<file path="src/logic/bpb_defs.vh">
// constants for the bidirectional port bank: widths, offsets, fields and reset values
`ifndef BPB_DEFS_VH
`define BPB_DEFS_VH

// bank shape
`define BPB_PORT_BITS 24
`define BPB_GROUP_BITS 4
`define BPB_ADDR_BITS 8

// register byte offsets on the apb slave
`define BPB_OFS_DATA 8'h00
`define BPB_OFS_DIR 8'h04
`define BPB_OFS_PULL 8'h08
`define BPB_OFS_THRESH 8'h0c
`define BPB_OFS_FUNC 8'h10
`define BPB_OFS_SPECIAL 8'h14
`define BPB_OFS_PINS 8'h18

// reset values
`define BPB_RST_DATA 24'h000000
`define BPB_RST_DIR 24'h000000
`define BPB_RST_PULL 24'hffffff
`define BPB_RST_THRESH 24'hffffff
`define BPB_RST_FUNC 5'h00
`define BPB_RST_SPECIAL 6'h00

// peripheral function select fields
`define BPB_FUNC_CONV 0
`define BPB_FUNC_SERIAL 1
`define BPB_FUNC_MASTER 2
`define BPB_FUNC_WATCH 3
`define BPB_FUNC_EVENT 4
`define BPB_FUNC_BITS 5

// special output enable fields
`define BPB_SPC_BUZZ 0
`define BPB_SPC_TIMER_CLOCK_OUT_A 1
`define BPB_SPC_DIVIDED_CLOCK_OUT 2
`define BPB_SPC_TIMER_CLOCK_OUT_B 3
`define BPB_SPC_TIMER_CLOCK_OUT_C 4
`define BPB_SPC_TIMER_CLOCK_OUT_D 5
`define BPB_SPC_BITS 6

// port bit positions, group number times four plus bit
`define BPB_P00 0
`define BPB_P01 1
`define BPB_P02 2
`define BPB_P03 3
`define BPB_P10 4
`define BPB_P11 5
`define BPB_P12 6
`define BPB_P13 7
`define BPB_P20 8
`define BPB_P21 9
`define BPB_P22 10
`define BPB_P23 11
`define BPB_P31 13
`define BPB_P32 14
`define BPB_P33 15
`define BPB_P41 17
`define BPB_P42 18
`define BPB_P43 19

`endif

</file>
<file path="src/logic/bpb_pin_sync.v">
// three-stage pin synchroniser with agreement check for the port bank
`timescale 1ns/1ps
`include "bpb_defs.vh"

module bpb_pin_sync
(
	input wire clk_sys_in,
	input wire rst_in,
	input wire [`BPB_PORT_BITS-1:0] pin_raw_in,
	output reg [`BPB_PORT_BITS-1:0] pin_level_out
);

	reg [`BPB_PORT_BITS-1:0] stage_a;
	reg [`BPB_PORT_BITS-1:0] stage_b;
	reg [`BPB_PORT_BITS-1:0] stage_c;
	reg [`BPB_PORT_BITS-1:0] next_level;
	integer i;

	// a bit only moves once the second and third stages agree, so one-cycle glitches never reach software
	always @*
	begin
		next_level = pin_level_out;
		for (i = 0; i < `BPB_PORT_BITS; i = i + 1)
		begin
			if (stage_b[i] == stage_c[i])
			begin
				next_level[i] = stage_c[i];
			end
		end
	end

	// the first stage feeds only the second one
	always @(posedge clk_sys_in)
	begin
		if (rst_in)
		begin
			stage_a <= {`BPB_PORT_BITS{1'b0}};
			stage_b <= {`BPB_PORT_BITS{1'b0}};
			stage_c <= {`BPB_PORT_BITS{1'b0}};
			pin_level_out <= {`BPB_PORT_BITS{1'b0}};
		end
		else
		begin
			stage_a <= pin_raw_in;
			stage_b <= stage_a;
			stage_c <= stage_b;
			pin_level_out <= next_level;
		end
	end

endmodule // bpb_pin_sync

</file>
<file path="src/logic/bpb_port_bank.v">
// 24-bit bidirectional port bank with apb registers and shared peripheral terminals
//
// Overview of operation
// - 24 port bits, per-bit software direction
// - direction 0 gives undriven input
// - direction 1 drives stored data level
// - output-mode read returns stored data
// - reset clears every direction bit
// - reset selects plain port on all terminals
// - enabled pull-down acts only in input
// - hardware owns direction under shared functions
// - threshold select 0 cmos, 1 schmitt
// - reset selects schmitt on every port
// - threshold select inert on output-type functions
// - threshold select live on peripheral inputs except converter p00
// - p10, p11 feed stopwatch run and lap
// - p12, p41-p43 feed event counters
// - shared terminals selectable for peripheral functions
// - per-bit build-time push-pull or open drain
// - build-time pad choices hold under peripherals
// - pull-down bits enable, reset to one
// - special output forces port to output
`timescale 1ns/1ps
`include "bpb_defs.vh"

module bpb_port_bank
#(
	// bit set: that pad has only the high-side driver
	parameter [`BPB_PORT_BITS-1:0] OPEN_DRAIN_MASK = 24'h000000,
	// bit set: that pad has a pull-down resistor fitted
	parameter [`BPB_PORT_BITS-1:0] PULLDOWN_FITTED = 24'hffffff
)
(
	input wire clk_sys_in,
	input wire rst_in,
	input wire psel_in,
	input wire penable_in,
	input wire pwrite_in,
	input wire [`BPB_ADDR_BITS-1:0] paddr_in,
	input wire [31:0] pwdata_in,
	input wire [3:0] pstrb_in,
	output wire pready_out,
	output reg [31:0] prdata_out,
	output reg pslverr_out,
	input wire [`BPB_PORT_BITS-1:0] pin_in,
	output reg [`BPB_PORT_BITS-1:0] pin_out,
	output reg [`BPB_PORT_BITS-1:0] pin_oe_out,
	output reg [`BPB_PORT_BITS-1:0] pulldown_on_out,
	output reg [`BPB_PORT_BITS-1:0] schmitt_on_out,
	input wire buzzer_out_in,
	input wire timer_clock_out_a_in,
	input wire timer_clock_out_b_in,
	input wire timer_clock_out_c_in,
	input wire timer_clock_out_d_in,
	input wire divided_clock_out_in,
	input wire converter_reference_in,
	input wire converter_sensor_in,
	input wire converter_osc_out_in,
	input wire serial_clock_master_in,
	input wire serial_data_out_pin_in,
	input wire serial_ready_out_in,
	output reg converter_osc_in_out,
	output reg serial_clock_slave_out,
	output reg serial_data_in_pin_out,
	output reg watch_run_stop_out,
	output reg watch_lap_out,
	output reg event_count_in_a_out,
	output reg event_count_in_b_out,
	output reg event_count_in_c_out,
	output reg event_count_in_d_out
);

	// software-visible storage
	reg [`BPB_PORT_BITS-1:0] port_data;
	reg [`BPB_PORT_BITS-1:0] port_direction_bit;
	reg [`BPB_PORT_BITS-1:0] pulldown_enable_bit;
	reg [`BPB_PORT_BITS-1:0] input_threshold_select;
	reg [`BPB_FUNC_BITS-1:0] func_select;
	reg [`BPB_SPC_BITS-1:0] special_enable;

	// per-bit view of the terminal function
	reg [`BPB_PORT_BITS-1:0] hw_owned;
	reg [`BPB_PORT_BITS-1:0] hw_drive;
	reg [`BPB_PORT_BITS-1:0] hw_value;
	reg [`BPB_PORT_BITS-1:0] thresh_inert;
	reg [`BPB_PORT_BITS-1:0] want_drive;
	reg [`BPB_PORT_BITS-1:0] want_value;
	reg [`BPB_PORT_BITS-1:0] next_oe;
	reg [`BPB_PORT_BITS-1:0] next_pull;
	reg [`BPB_PORT_BITS-1:0] next_schmitt;
	reg [`BPB_PORT_BITS-1:0] read_port;
	reg [31:0] next_rdata;
	reg next_slverr;

	wire [`BPB_PORT_BITS-1:0] pin_level;
	wire apb_setup;
	wire apb_write;
	wire conv_on;
	wire serial_on;
	wire serial_master;
	wire serial_slave;
	integer i;
	integer j;

	// merge write data into a 24-bit register under the apb byte strobes; the top byte has no storage
	function [`BPB_PORT_BITS-1:0] bpb_merge;
		input [`BPB_PORT_BITS-1:0] old_value;
		input [31:0] new_value;
		input [3:0] strobe;
		integer k;
		begin
			bpb_merge = old_value;
			for (k = 0; k < `BPB_PORT_BITS / 8; k = k + 1)
			begin
				if (strobe[k])
				begin
					bpb_merge[k*8 +: 8] = new_value[k*8 +: 8];
				end
			end
		end
	endfunction

	// widen a 24-bit field to a bus word with zero upper bits
	function [31:0] bpb_word;
		input [`BPB_PORT_BITS-1:0] value;
		begin
			bpb_word = {8'h00, value};
		end
	endfunction

	// pins pass four flops before anything looks at them
	bpb_pin_sync u_pin_sync
	(
		.clk_sys_in(clk_sys_in),
		.rst_in(rst_in),
		.pin_raw_in(pin_in),
		.pin_level_out(pin_level)
	);

	// zero wait states: data is prepared in setup, so the access phase always completes
	assign pready_out = psel_in & penable_in;
	assign apb_setup = psel_in & ~penable_in;
	assign apb_write = psel_in & penable_in & pwrite_in & ~next_slverr;

	assign conv_on = func_select[`BPB_FUNC_CONV];
	assign serial_on = func_select[`BPB_FUNC_SERIAL];
	assign serial_master = serial_on & func_select[`BPB_FUNC_MASTER];
	assign serial_slave = serial_on & ~func_select[`BPB_FUNC_MASTER];

	// terminal function decode; converter beats buzzer on p03 and slave serial beats divided_clock_out on p23
	always @*
	begin
		hw_owned = {`BPB_PORT_BITS{1'b0}};
		hw_drive = {`BPB_PORT_BITS{1'b0}};
		hw_value = {`BPB_PORT_BITS{1'b0}};
		thresh_inert = {`BPB_PORT_BITS{1'b0}};
		// converter terminals p00-p03, direction fixed by hardware
		if (conv_on)
		begin
			hw_owned[`BPB_P03:`BPB_P00] = 4'hf;
			thresh_inert[`BPB_P03:`BPB_P00] = 4'hf;
			hw_drive[`BPB_P03:`BPB_P01] = 3'h7;
			hw_value[`BPB_P01] = converter_reference_in;
			hw_value[`BPB_P02] = converter_sensor_in;
			hw_value[`BPB_P03] = converter_osc_out_in;
		end
		else if (special_enable[`BPB_SPC_BUZZ])
		begin
			hw_owned[`BPB_P03] = 1'b1;
			thresh_inert[`BPB_P03] = 1'b1;
			hw_drive[`BPB_P03] = 1'b1;
			hw_value[`BPB_P03] = buzzer_out_in;
		end
		// stopwatch direct inputs stay under software threshold control
		if (func_select[`BPB_FUNC_WATCH])
		begin
			hw_owned[`BPB_P11:`BPB_P10] = 2'h3;
		end
		// event counter inputs likewise
		if (func_select[`BPB_FUNC_EVENT])
		begin
			hw_owned[`BPB_P12] = 1'b1;
			hw_owned[`BPB_P43:`BPB_P41] = 3'h7;
		end
		// timer clock outputs
		if (special_enable[`BPB_SPC_TIMER_CLOCK_OUT_A])
		begin
			hw_owned[`BPB_P13] = 1'b1;
			thresh_inert[`BPB_P13] = 1'b1;
			hw_drive[`BPB_P13] = 1'b1;
			hw_value[`BPB_P13] = timer_clock_out_a_in;
		end
		if (special_enable[`BPB_SPC_TIMER_CLOCK_OUT_B])
		begin
			hw_owned[`BPB_P31] = 1'b1;
			thresh_inert[`BPB_P31] = 1'b1;
			hw_drive[`BPB_P31] = 1'b1;
			hw_value[`BPB_P31] = timer_clock_out_b_in;
		end
		if (special_enable[`BPB_SPC_TIMER_CLOCK_OUT_C])
		begin
			hw_owned[`BPB_P32] = 1'b1;
			thresh_inert[`BPB_P32] = 1'b1;
			hw_drive[`BPB_P32] = 1'b1;
			hw_value[`BPB_P32] = timer_clock_out_c_in;
		end
		if (special_enable[`BPB_SPC_TIMER_CLOCK_OUT_D])
		begin
			hw_owned[`BPB_P33] = 1'b1;
			thresh_inert[`BPB_P33] = 1'b1;
			hw_drive[`BPB_P33] = 1'b1;
			hw_value[`BPB_P33] = timer_clock_out_d_in;
		end
		// serial terminals p20-p23; sin and slave clock are peripheral inputs
		if (serial_on)
		begin
			hw_owned[`BPB_P22:`BPB_P20] = 3'h7;
			thresh_inert[`BPB_P21] = 1'b1;
			hw_drive[`BPB_P21] = 1'b1;
			hw_value[`BPB_P21] = serial_data_out_pin_in;
			if (serial_master)
			begin
				thresh_inert[`BPB_P20] = 1'b1;
				hw_drive[`BPB_P20] = 1'b1;
				hw_value[`BPB_P20] = serial_clock_master_in;
			end
		end
		if (serial_slave)
		begin
			hw_owned[`BPB_P23] = 1'b1;
			thresh_inert[`BPB_P23] = 1'b1;
			hw_drive[`BPB_P23] = 1'b1;
			hw_value[`BPB_P23] = serial_ready_out_in;
		end
		else if (special_enable[`BPB_SPC_DIVIDED_CLOCK_OUT])
		begin
			hw_owned[`BPB_P23] = 1'b1;
			thresh_inert[`BPB_P23] = 1'b1;
			hw_drive[`BPB_P23] = 1'b1;
			hw_value[`BPB_P23] = divided_clock_out_in;
		end
	end

	// pad controls per bit; the open-drain stage can only pull high, so it lets go on a low
	always @*
	begin
		want_drive = {`BPB_PORT_BITS{1'b0}};
		want_value = {`BPB_PORT_BITS{1'b0}};
		next_oe = {`BPB_PORT_BITS{1'b0}};
		next_pull = {`BPB_PORT_BITS{1'b0}};
		next_schmitt = {`BPB_PORT_BITS{1'b0}};
		for (i = 0; i < `BPB_PORT_BITS; i = i + 1)
		begin
			if (hw_owned[i])
			begin
				want_drive[i] = hw_drive[i];
				want_value[i] = hw_value[i];
			end
			else
			begin
				want_drive[i] = port_direction_bit[i];
				want_value[i] = port_data[i];
			end
			next_oe[i] = want_drive[i] & (want_value[i] | ~OPEN_DRAIN_MASK[i]);
			// pull-down only on fitted pads and only while not in output mode
			if (thresh_inert[i])
			begin
				next_pull[i] = PULLDOWN_FITTED[i] & ~want_drive[i];
			end
			else
			begin
				next_pull[i] = PULLDOWN_FITTED[i] & pulldown_enable_bit[i] & ~want_drive[i];
			end
			// an inert select leaves the pad on the schmitt default
			next_schmitt[i] = thresh_inert[i] | input_threshold_select[i];
		end
	end

	// port read: stored data for software outputs, synchronised pin otherwise
	always @*
	begin
		for (j = 0; j < `BPB_PORT_BITS; j = j + 1)
		begin
			if (~hw_owned[j] & port_direction_bit[j])
			begin
				read_port[j] = port_data[j];
			end
			else
			begin
				read_port[j] = pin_level[j];
			end
		end
	end

	// read mux and unmapped detection, decoded during setup
	always @*
	begin
		next_rdata = 32'h00000000;
		next_slverr = 1'b0;
		if (paddr_in == `BPB_OFS_DATA)
		begin
			next_rdata = bpb_word(read_port);
		end
		else if (paddr_in == `BPB_OFS_DIR)
		begin
			next_rdata = bpb_word(port_direction_bit);
		end
		else if (paddr_in == `BPB_OFS_PULL)
		begin
			next_rdata = bpb_word(pulldown_enable_bit);
		end
		else if (paddr_in == `BPB_OFS_THRESH)
		begin
			next_rdata = bpb_word(input_threshold_select);
		end
		else if (paddr_in == `BPB_OFS_FUNC)
		begin
			next_rdata = {27'h0, func_select};
		end
		else if (paddr_in == `BPB_OFS_SPECIAL)
		begin
			next_rdata = {26'h0, special_enable};
		end
		else if (paddr_in == `BPB_OFS_PINS)
		begin
			next_rdata = bpb_word(pin_level);
		end
		else
		begin
			next_slverr = 1'b1;
		end
	end

	// apb read data and error are captured in setup and held through the access phase
	always @(posedge clk_sys_in)
	begin
		if (rst_in)
		begin
			prdata_out <= 32'h00000000;
			pslverr_out <= 1'b0;
		end
		else if (apb_setup)
		begin
			prdata_out <= pwrite_in ? 32'h00000000 : next_rdata;
			pslverr_out <= next_slverr;
		end
	end

	// register writes land at the access edge; software must idle users first
	always @(posedge clk_sys_in)
	begin
		if (rst_in)
		begin
			port_data <= `BPB_RST_DATA;
			port_direction_bit <= `BPB_RST_DIR;
			pulldown_enable_bit <= `BPB_RST_PULL;
			input_threshold_select <= `BPB_RST_THRESH;
			func_select <= `BPB_RST_FUNC;
			special_enable <= `BPB_RST_SPECIAL;
		end
		else if (apb_write)
		begin
			if (paddr_in == `BPB_OFS_DATA)
			begin
				port_data <= bpb_merge(port_data, pwdata_in, pstrb_in);
			end
			else if (paddr_in == `BPB_OFS_DIR)
			begin
				port_direction_bit <= bpb_merge(port_direction_bit, pwdata_in, pstrb_in);
			end
			else if (paddr_in == `BPB_OFS_PULL)
			begin
				pulldown_enable_bit <= bpb_merge(pulldown_enable_bit, pwdata_in, pstrb_in);
			end
			else if (paddr_in == `BPB_OFS_THRESH)
			begin
				input_threshold_select <= bpb_merge(input_threshold_select, pwdata_in, pstrb_in);
			end
			else if (paddr_in == `BPB_OFS_FUNC)
			begin
				if (pstrb_in[0])
				begin
					func_select <= pwdata_in[`BPB_FUNC_BITS-1:0];
				end
			end
			else if (paddr_in == `BPB_OFS_SPECIAL)
			begin
				if (pstrb_in[0])
				begin
					special_enable <= pwdata_in[`BPB_SPC_BITS-1:0];
				end
			end
		end
	end

	// pad drive and peripheral inputs are registered so the pins see clean edges
	always @(posedge clk_sys_in)
	begin
		if (rst_in)
		begin
			pin_out <= {`BPB_PORT_BITS{1'b0}};
			pin_oe_out <= {`BPB_PORT_BITS{1'b0}};
			pulldown_on_out <= PULLDOWN_FITTED;
			schmitt_on_out <= {`BPB_PORT_BITS{1'b1}};
			converter_osc_in_out <= 1'b0;
			serial_clock_slave_out <= 1'b0;
			serial_data_in_pin_out <= 1'b0;
			watch_run_stop_out <= 1'b0;
			watch_lap_out <= 1'b0;
			event_count_in_a_out <= 1'b0;
			event_count_in_b_out <= 1'b0;
			event_count_in_c_out <= 1'b0;
			event_count_in_d_out <= 1'b0;
		end
		else
		begin
			pin_out <= want_value;
			pin_oe_out <= next_oe;
			pulldown_on_out <= next_pull;
			schmitt_on_out <= next_schmitt;
			converter_osc_in_out <= conv_on & pin_level[`BPB_P00];
			serial_clock_slave_out <= serial_slave & pin_level[`BPB_P20];
			serial_data_in_pin_out <= serial_on & pin_level[`BPB_P22];
			watch_run_stop_out <= func_select[`BPB_FUNC_WATCH] & pin_level[`BPB_P10];
			watch_lap_out <= func_select[`BPB_FUNC_WATCH] & pin_level[`BPB_P11];
			event_count_in_a_out <= func_select[`BPB_FUNC_EVENT] & pin_level[`BPB_P12];
			event_count_in_b_out <= func_select[`BPB_FUNC_EVENT] & pin_level[`BPB_P41];
			event_count_in_c_out <= func_select[`BPB_FUNC_EVENT] & pin_level[`BPB_P42];
			event_count_in_d_out <= func_select[`BPB_FUNC_EVENT] & pin_level[`BPB_P43];
		end
	end

endmodule // bpb_port_bank

</file>
<file path="config.mk">
export PLATFORM = sky130hd
export DESIGN_NAME = bpb_port_bank
export DESIGN_NICKNAME = d
export VERILOG_FILES = /design/src/logic/bpb_pin_sync.v /design/src/logic/bpb_port_bank.v
export VERILOG_INCLUDE_DIRS = /design/src /design/src/logic
export SDC_FILE = /design/constraint.sdc
export NUM_CORES = 1
export LEC_CHECK = 0
export BUFFER_PORTS_ARGS = -buffer_cell sky130_fd_sc_hd__buf_4
export CORE_MARGIN = 2
export CORE_UTILIZATION = 30
export DETAILED_ROUTE_END_ITERATION = 7
export HOLD_SLACK_MARGIN = 0.12
export PLACE_DENSITY = 0.62
export SYNTH_ARGS = -nofsm -noshare
export SYNTH_HDL_FRONTEND = slang
export SYNTH_SLANG_ARGS = --single-unit
export TNS_END_PERCENT = 1
</file>
<file path="constraint.sdc">
create_clock -name clk_sys_in -period 1.7 [get_ports clk_sys_in]
set_clock_uncertainty 0.1 [all_clocks]
set_input_delay 0.085 -clock clk_sys_in [delete_from_list [all_inputs] [get_ports clk_sys_in]]
set_output_delay 0.085 -clock clk_sys_in [all_outputs]
set_load 0.005 [all_outputs]
</file>
### Word-level counts from Yosys, hierarchy flattened

Index checks and enable logic that the tools add are counted.

| word-level totals | value |
|---|---|
| register bits after elaboration | 341 |
| input port bits | 85 |
| output and inout port bits | 139 |
| logic and storage cells | 340 |

| operators by class | value |
|---|---|
| equality and inequality tests | 30 |
| muxes and demuxes | 105 |
| bitwise logic cells | 118 |
| reductions and logical operators | 23 |

Operators by type and width:

| cell | number |
|---|---|
| 2-to-1 mux 24 bit | 7 |
| 2-to-1 mux 1 bit | 89 |
| AND 1 bit | 57 |
| inverter 1 bit | 50 |
| 2-to-1 mux 32 bit | 1 |
| == test 1 bit | 24 |
| == test 8 x 5 -> 1 bit (second input constant) | 3 |
| AND reduction 6 bit | 3 |
| == test 8 x 4 -> 1 bit (second input constant) | 2 |
| OR reduction 2 bit | 8 |
| AND reduction 5 bit | 3 |
| AND reduction 4 bit | 3 |
| bitwise OR 1 bit | 11 |
| 2-to-1 mux 2 bit | 5 |
| 2-to-1 mux 3 bit | 3 |
| AND reduction 3 bit | 3 |
| == test 8 x 3 -> 1 bit (second input constant) | 1 |
| zero test 8 bit | 1 |
| AND reduction 8 bit | 1 |
| AND reduction 7 bit | 1 |

### Longest topological paths before layout

Gate-level depths: netlist of run 1.

| depth | value |
|---|---|
| depth in word-level cells | 11 |
| mapped depth | 7 |
| mapped depth without buffers | 4 |

### Hierarchy

From an unflattened synthesis of run 1, not the netlist that was laid out.

| unflattened totals | value |
|---|---|
| cells, all modules | 1,350 |
| area total of the unflattened synthesis | 12,530.8 µm² |

Modules (own cells, without submodules):

| module | instances | cells an instance | area each (µm²) | seq. area each (µm²) |
|---|---|---|---|---|
| bpb_port_bank | 1 | 1,100 | 9,768.1 | 4,744.6 |
| bpb_pin_sync | 1 | 250 | 2,762.6 | 1,921.8 |

### Worst setup path before layout of run 1

No wires, ideal clock.

| timing path | value |
|---|---|
| path type | input to register |
| from | in paddr_in[3] |
| to | reg prdata_out[10] |
| setup time | 0.117 ns |
| arrival | 1.397 ns |
| required time | 1.483 ns |
| slack | 0.086 ns |
| stages on the path | 7 |
| buffers on the path | 3 |
| cells stage by stage | buf_2 or4_1 buf_2 nor2_2 buf_2 a21oi_1 a22o_1 |

| between the ends | value |
|---|---|
| longest elaborated chain between the ends | 9 |
| elaborated cells on any way between the ends | 15 |
| classes of those cells | eq/ne (6); mux (8); reduce/logical (1) |

RTL lines:

| item | RTL line | source |
|---|---|---|
| start, declared | bpb_port_bank.v:39 | `` input wire [`BPB_ADDR_BITS-1:0] paddr_in, `` |
| == test 8 x 5 -> 1 bit (no source line) | -- |  |
| 2-to-1 mux 24 bit | bpb_port_bank.v:324 | `` else if (paddr_in == `BPB_OFS_PINS) `` |
| 2-to-1 mux 24 bit | bpb_port_bank.v:320 | `` else if (paddr_in == `BPB_OFS_SPECIAL) `` |
| 2-to-1 mux 24 bit | bpb_port_bank.v:316 | `` else if (paddr_in == `BPB_OFS_FUNC) `` |
| 2-to-1 mux 24 bit | bpb_port_bank.v:312 | `` else if (paddr_in == `BPB_OFS_THRESH) `` |
| 2-to-1 mux 24 bit | bpb_port_bank.v:308 | `` else if (paddr_in == `BPB_OFS_PULL) `` |
| 2-to-1 mux 24 bit | bpb_port_bank.v:304 | `` else if (paddr_in == `BPB_OFS_DIR) `` |
| 2-to-1 mux 24 bit * | bpb_port_bank.v:300 | `` if (paddr_in == `BPB_OFS_DATA) `` |
| 2-to-1 mux 32 bit * | bpb_port_bank.v:344 | `prdata_out <= pwrite_in ? 32'h00000000 : next_rdata;` |
| end signal, assigned | bpb_port_bank.v:344 |  |
| end, declared | bpb_port_bank.v:43 | `output reg [31:0] prdata_out,` |

Every way passes the cells marked *; elsewhere a longest branch is shown, timed or not.
A chain may end at the register's enable or synchronous reset.

### Final worst setup path of run 1

| timing path | value |
|---|---|
| from | in paddr_in[7] |
| to | reg port_data[6] |

| between the ends | value |
|---|---|
| longest elaborated chain between the ends | 11 |
| elaborated cells on any way between the ends | 17 |
| classes of those cells | eq/ne (6); mux (7); bitwise (2); reduce/logical (2) |

RTL lines:

| item | RTL line | source |
|---|---|---|
| == test 8 x 5 -> 1 bit (no source line) | -- |  |
| 2-to-1 mux 1 bit | bpb_port_bank.v:324 |  |
| 2-to-1 mux 1 bit | bpb_port_bank.v:320 |  |
| 2-to-1 mux 1 bit | bpb_port_bank.v:316 |  |
| 2-to-1 mux 1 bit | bpb_port_bank.v:312 |  |
| 2-to-1 mux 1 bit | bpb_port_bank.v:308 |  |
| 2-to-1 mux 1 bit | bpb_port_bank.v:304 |  |
| 2-to-1 mux 1 bit | bpb_port_bank.v:300 |  |
| inverter 1 bit | bpb_port_bank.v:143 | `assign apb_write = psel_in & penable_in & pwrite_in & ~next_slverr;` |
| AND 1 bit | bpb_port_bank.v:143 |  |
| AND reduction 3 bit (no source line) * | -- |  |
| end signal, assigned | bpb_port_bank.v:354 | `` port_data <= `BPB_RST_DATA; `` |
| end signal, assigned | bpb_port_bank.v:365 | `port_data <= bpb_merge(port_data, pwdata_in, pstrb_in);` |
| end, declared | bpb_port_bank.v:74 | `` reg [`BPB_PORT_BITS-1:0] port_data; `` |

Marks and branches as above.

==> flow_summary.toml, run 1 <==
[status]
status = "complete, no violations"

[critical_path]
reg2regPathDepth = 4
critical_path.top_delay_family = "buffers and inverters"
cpMostUsedCell = "buf_4"
cp-start-kind = "primary input"
cp-end-kind = "register"
worst_ep_required_time_ns = 2.08
cp_max_fo = 8
critical_path_arrival_ns = 2.05
cpMaxStageDelayCell = "dlygate4sd3_1"
critPathKind = "in -> reg"
worst-path-buf-inv = 5
rr_endpoint = "pin_out[15]"
crit_path_cell_trace = "buf_4 -> buf_4 -> nor4_4 -> buf_12 -> and4_4 -> buf_4 -> nand3_1 -> dlygate4sd3_1 -> a21oi_1"
worst_path_largest_cell_delay_ns = 0.57
reg2reg_from = "special_enable[5]"
r2r_slack_ns = 0.11

[synth]
syn_inst = 1330
synthFlopType = "dfxtp_1"
syn_area_mm2 = 0.0125
ys_ff_latch = 333
avgSynthCellArea_um2 = 9.38
yosysWarnings = 0
ys_seq_area_share_pct = 53.4
synthArstFlopShare_pct = 0
synth_edf_count = 0
yosysUniqueCellTypes = 61

[power_and_ir_drop]
ir_drop_uv = 639
p_leak_nw = 7.00
finalPower_mw = 17.0
powerDensity_mw_per_mm2 = 970

[layout]
layout_common_cells = "dfxtp_1, buf_4, nor2_1, nor2b_1, dlygate4sd3_1"
final_core_util_pct = 42.8
num-nets-final = 1781
drive_gt1_share_pct = 23.2
fill_cells = 4067
area_delta_synth_final_pct = 40.3
seq_area_mm2 = 0.00667
layout_commonest_cell = "dfxtp_1"
multiInputGateArea_mm2 = 0.00527

[floorplan]
design.core.area_mm2 = 0.0409
dieArea_mm2 = 0.0432
initial_core_util_pct = 30.5
die_width_um = 208
pin_count = 224
die_h_um = 208
fp-row-count = 74

[sta]
rsz0062_at_grt = "true"
clock.fmax_ghz = 0.600
min_period_ns = 1.67
maxSlewViolCount = 0
hold_violations = 0
finalCritPeriodShare_pct = 98.1
finalSetupViolCount = 0
fin_setup_tns_ns = 0
holdWs_ns = 0.132

[global_routing]
antenna_found_initial = 2
grt_use_total_pct = 19.1
grt_pass1_wl_mm = 64.3
grt-ovfl-total = 0
grt_pass1_vias = 10903
grt_max_degree = 103

[routing]
drcViolationCount = 0
drtIter0Drc = 622
via_count = 10992
first_pass_iters = 6
routed_via_density = 4.87
drt-wirelength-per-cell_um = 18.7
wl_mm = 42.1
ant_nets = 0

[place]
dp_hpwl_mm = 30.5
io_buffers = 206
gp_congestion = 0.840

[min_path]
min_path_cells = 5
min_from = "paddr_in[2]"
min_path_type = "in -> reg"
holdPathEnd = "pulldown_enable_bit[22]"

[clock_tree]
insertion_delay_ns = 0.55
h-tree-depth = 2
path_clk_slew_ns = 0.06
cts_tree = "yes"
clock-sinks = 333
root_buffer = "clkbuf_16"
cts_max_path_buffers = 3
cts_made_buffers = 38
post_cts_buffers = 0

[job]
cap_viol_max_count = 0
## worst min-delay path, delay by kind of cell
family	cells	cell delay (ns)
AO/OA/AOI/OAI	1	0.12
buffers and inverters	2	0.31
AND/OR/NAND/NOR	2	0.23
## layer usage
metal	global-route usage, %	wire (µm)	part of all wire (%)	up-vias
met5	0	11	0.026	-
met4	7.73	1530	3.6	2
met3	3.31	2520	6.0	86
met2	30.2	18900	45	377
met1	25.9	19200	46	5246
li1	-	-	-	5281
## cell families after synthesis
family / share of synthesized area (%)
AO/OA/AOI/OAI: 15.6
buffers and inverters: 4.66
multiplexers: 6.32
flip-flops: 53.4
other: 0.0301
AND/OR/NAND/NOR: 19.9
## registers in the layout, summed over array words and instances (netlist names), 5 cells and up
signal / cells
func_select: 5
input_threshold_select: 24
pin_oe_out: 24
pin_out: 24
port_data: 24
port_direction_bit: 24
prdata_out: 24
pulldown_enable_bit: 24
pulldown_on_out: 24
schmitt_on_out: 24
special_enable: 6
u_pin_sync.pin_level_out: 24
u_pin_sync.stage_a: 24
u_pin_sync.stage_b: 24
u_pin_sync.stage_c: 24
## final cells by class
cell class	instances	share of cell area (%)
timing repair buffer	408	19.8
clock inverter	15	0.793
antenna	2	0.0286
tap	532	3.80
inverter	53	1.14
clock buffer	52	6.25
sequential	333	38.1
multi-input combinational	862	30.1
## cells in the mapped netlist (all sizes together) (22+ instances only)
cell type / count / area [µm²]
mux2i: 63 / 631
dfxtp: 333 / 6670
clkbuf: 51 / 191
nand2b: 28 / 175
o21ai: 82 / 410
nand2: 47 / 176
a21oi: 78 / 390
o22ai: 25 / 156
a211o: 24 / 210
and2: 22 / 138
nand3: 35 / 175
buf: 38 / 191
nor2: 180 / 706
inv: 51 / 191
nor2b: 122 / 763
## power by group
group          switching, mW  total [mW]  leakage (nW)  internal, mW
clock network           3.24        8.05         0.603          4.81
logic                  0.523        1.02          3.70         0.495
registers             0.0363        7.92          2.70          7.88
total                   3.80        17.0          7.00          13.2
## per-stage QoR
step	cell area [µm²]	worst slack [ns]	instances
floorplan	12500	0.0862	1337
global placement	15200	-0.0984	2086
detailed placement	15200	-0.177	2086
CTS	17500	0.0156	2255
global route	17500	-0.0176	2256
finish	17500	0.0323	2257
## repair_timing
item,4_1_cts,5_1_grt
hold endpoints to repair,252,0
hold buffers,102,0
gates resized for setup,0,10
endpoints found under the setup margin,0,29
## worst max-delay path by stage
stage	startpoint	endpoint	slack, ns	cells after the start
finish	paddr_in[7]	port_data[6]	0.03	9
global route	paddr_in[3]	port_direction_bit[1]	-0.02	8
CTS	paddr_in[7]	prdata_out[23]	0.02	8
detailed placement	paddr_in[7]	prdata_out[3]	-0.18	5
global placement	paddr_in[7]	prdata_out[3]	-0.1	5
floorplan	paddr_in[3]	prdata_out[10]	0.09	7
Power figures use the tool's default switching activity.
==> inputs of run 2 (changes only) <==
Settings changed: CORE_UTILIZATION 30 to 50, PLACE_DENSITY 0.62 to 0.88.
==> run 2 against run 1 <==
Compared with the run above:
- the flow now finishes with violations (negative setup slack)
- critical path type unchanged
- clock power is 3.1% lower
- first-iteration DRC count up 82%
- largest cell class unchanged
- sequential share of layout area up 0.78 points
- setup slack got worse by 0.037 ns
- critical endpoint is now port_data[22]
- global-route usage grew 12 points
- routed wire length shrank 1.1%
- highest routed layer is now met4
- hold slack got worse by 0.025 ns
- sequential power barely moved
- fmax down 2.2%
==> flow_summary.toml, run 2 (same netlist as run 1, synthesis figures left out) <==
[status]
status = "finished, violations left"
violations = "negative setup slack"

[min_path]
min_path_type = "in -> reg"
holdPathEnd = "pin_out[3]"
min_from = "buzzer_out_in"
min_path_cells = 6

[place]
dp_hpwl_mm = 26.8
io_buffers = 206
gp_congestion = 0.922
pre_cts_slack_ns = -0.193
placed_area_mm2 = 0.0149

[routing]
drtIter0Drc = 1132
wl_mm = 41.6
first_pass_iters = 8
drcViolationCount = 0
via_count = 11652
routed_via_density = 5.72
ant_nets = 0
drt-wirelength-per-cell_um = 20.4

[critical_path]
worst_ep_required_time_ns = 2.04
cpMaxStageDelayCell = "dlygate4sd3_1"
crit_path_cell_trace = "buf_4 -> nor4_2 -> and4_4 -> buf_6 -> nand3_1 -> dlygate4sd3_1 -> a21oi_2"
reg2regPathDepth = 4
reg2reg_from = "special_enable[5]"
cp_max_fo = 8
worst_path_largest_cell_delay_ns = 0.58
cp-end-kind = "register"
cp-start-kind = "primary input"
critPathKind = "in -> reg"
r2r_slack_ns = 0.06
rr_endpoint = "pin_out[15]"
critical_path_arrival_ns = 2.05

[layout]
fill_cells = 1765
postLayoutCellArea_mm2 = 0.0172
drive_gt1_share_pct = 22.6
area_delta_synth_final_pct = 37.5
layout_common_cells = "dfxtp_1, buf_4, nor2_1, nor2b_1, dlygate4sd3_1"
layout_commonest_cell = "dfxtp_1"
multiInputGateArea_mm2 = 0.00528
final_core_util_pct = 70.3
seq_area_mm2 = 0.00667
diodes = 0
num-nets-final = 1775

[clock_tree]
cts_max_path_buffers = 3
cts_made_buffers = 34
cts_tree = "yes"
insertion_delay_ns = 0.52
clock-sinks = 333
h-tree-depth = 2
path_clk_slew_ns = 0.06
root_buffer = "clkbuf_16"

[global_routing]
grt_max_degree = 99
grt_use_total_pct = 30.8
grt_pass1_vias = 11727
grt-ovfl-total = 0
grt_pass1_wl_mm = 63.2
antenna_found_initial = 0

[sta]
hold_violations = 0
tightest_slew_ns = 0.506
min_period_ns = 1.70
maxSlewViolCount = 0
fin_setup_tns_ns = -0.00773
finalCritPeriodShare_pct = 100
fin_ws_ns = -0.00499
finalSetupViolCount = 2
max-slew-margin-rel_pct = 66.0
clock.fmax_ghz = 0.587
holdWs_ns = 0.107

[floorplan]
design.core.area_mm2 = 0.0244
die_h_um = 162
initial_core_util_pct = 51.2
fp-row-count = 57
die_width_um = 162
pin_count = 224
dieArea_mm2 = 0.0262

[power_and_ir_drop]
powerDensity_mw_per_mm2 = 976
ir_drop_uv = 885
p_leak_nw = 6.93

[job]
cap_viol_max_count = 0
[run 2: changes by cell type in the layout (fill, tap and decap cells not counted), moves of 2 or more]
cell	previous run	this run
a21oi_1	78	75
a21oi_2	0	3
buf_12	10	7
buf_4	291	288
buf_6	4	1
bufinv_16	2	4
clkbuf_16	39	35
clkinv_2	8	4
diode_2	2	0
dlygate4sd3_1	101	106
or3_1	6	8
or3_4	2	0
[run 2: power by group]
group	internal (mW)	switching (mW)
registers	7.88	0.0355
logic	0.498	0.537
clock network	4.67	3.14
total	13.0	3.71
[run 2: how the worst max path moves through the flow]
stage | start | endpoint | slack (ns) | cells after the start
finish | paddr_in[1] | port_data[22] | -0.005 | 7
CTS | paddr_in[7] | port_data[20] | 0.02 | 9
global placement | paddr_in[7] | prdata_out[17] | -0.13 | 6
global route | paddr_in[1] | port_data[22] | -0.04 | 7
detailed placement | paddr_in[7] | prdata_out[17] | -0.19 | 6
floorplan | paddr_in[3] | prdata_out[10] | 0.09 | 7
[run 2: critical path, delay by kind of cell]
family,cells,cell delay (ns)
and+or+nand+nor,3,0.93
buffers and inverters,3,0.87
AOI/OAI and AO/OA,1,0.15
[run 2: timing repair]
item                                    CTS  global route
hold endpoints to repair                277             0
setup buffers                             0             2
endpoints found under the setup margin    0            15
resized for setup                         0            11
hold buffers                            108             0
[run 2: layout make-up]
class                      instances  area share [%]
clock inverter                    14            1.10
inverter                          53            1.16
timing repair buffer             406            20.1
sequential                       333            38.9
tap                              324            2.36
multi-input combinational        862            30.7
clock buffer                      46            5.70
[run 2: per-stage QoR]
step | instances | total power, mW
3_3_place_gp | 1868 | 8.88
4_1_cts | 2036 | 16.7
3_5_place_dp | 1868 | 8.90
2_1_floorplan | 1337 | 8.51
6_report | 2038 | 16.8
5_1_grt | 2038 | 17.2
[run 2: per-layer routing]
| metal | vias up | track usage (%) | share of wire (%) | wire length (µm) |
|---|---|---|---|---|
| li1 | 5249 | - | - | - |
| met4 | 0 | 14.2 | 3.9 | 1640 |
| met1 | 5552 | 37.8 | 39 | 16100 |
| met2 | 714 | 52.8 | 48 | 20200 |
| met3 | 137 | 5.46 | 8.8 | 3660 |
| met5 | - | 0 | 0 | 0 |
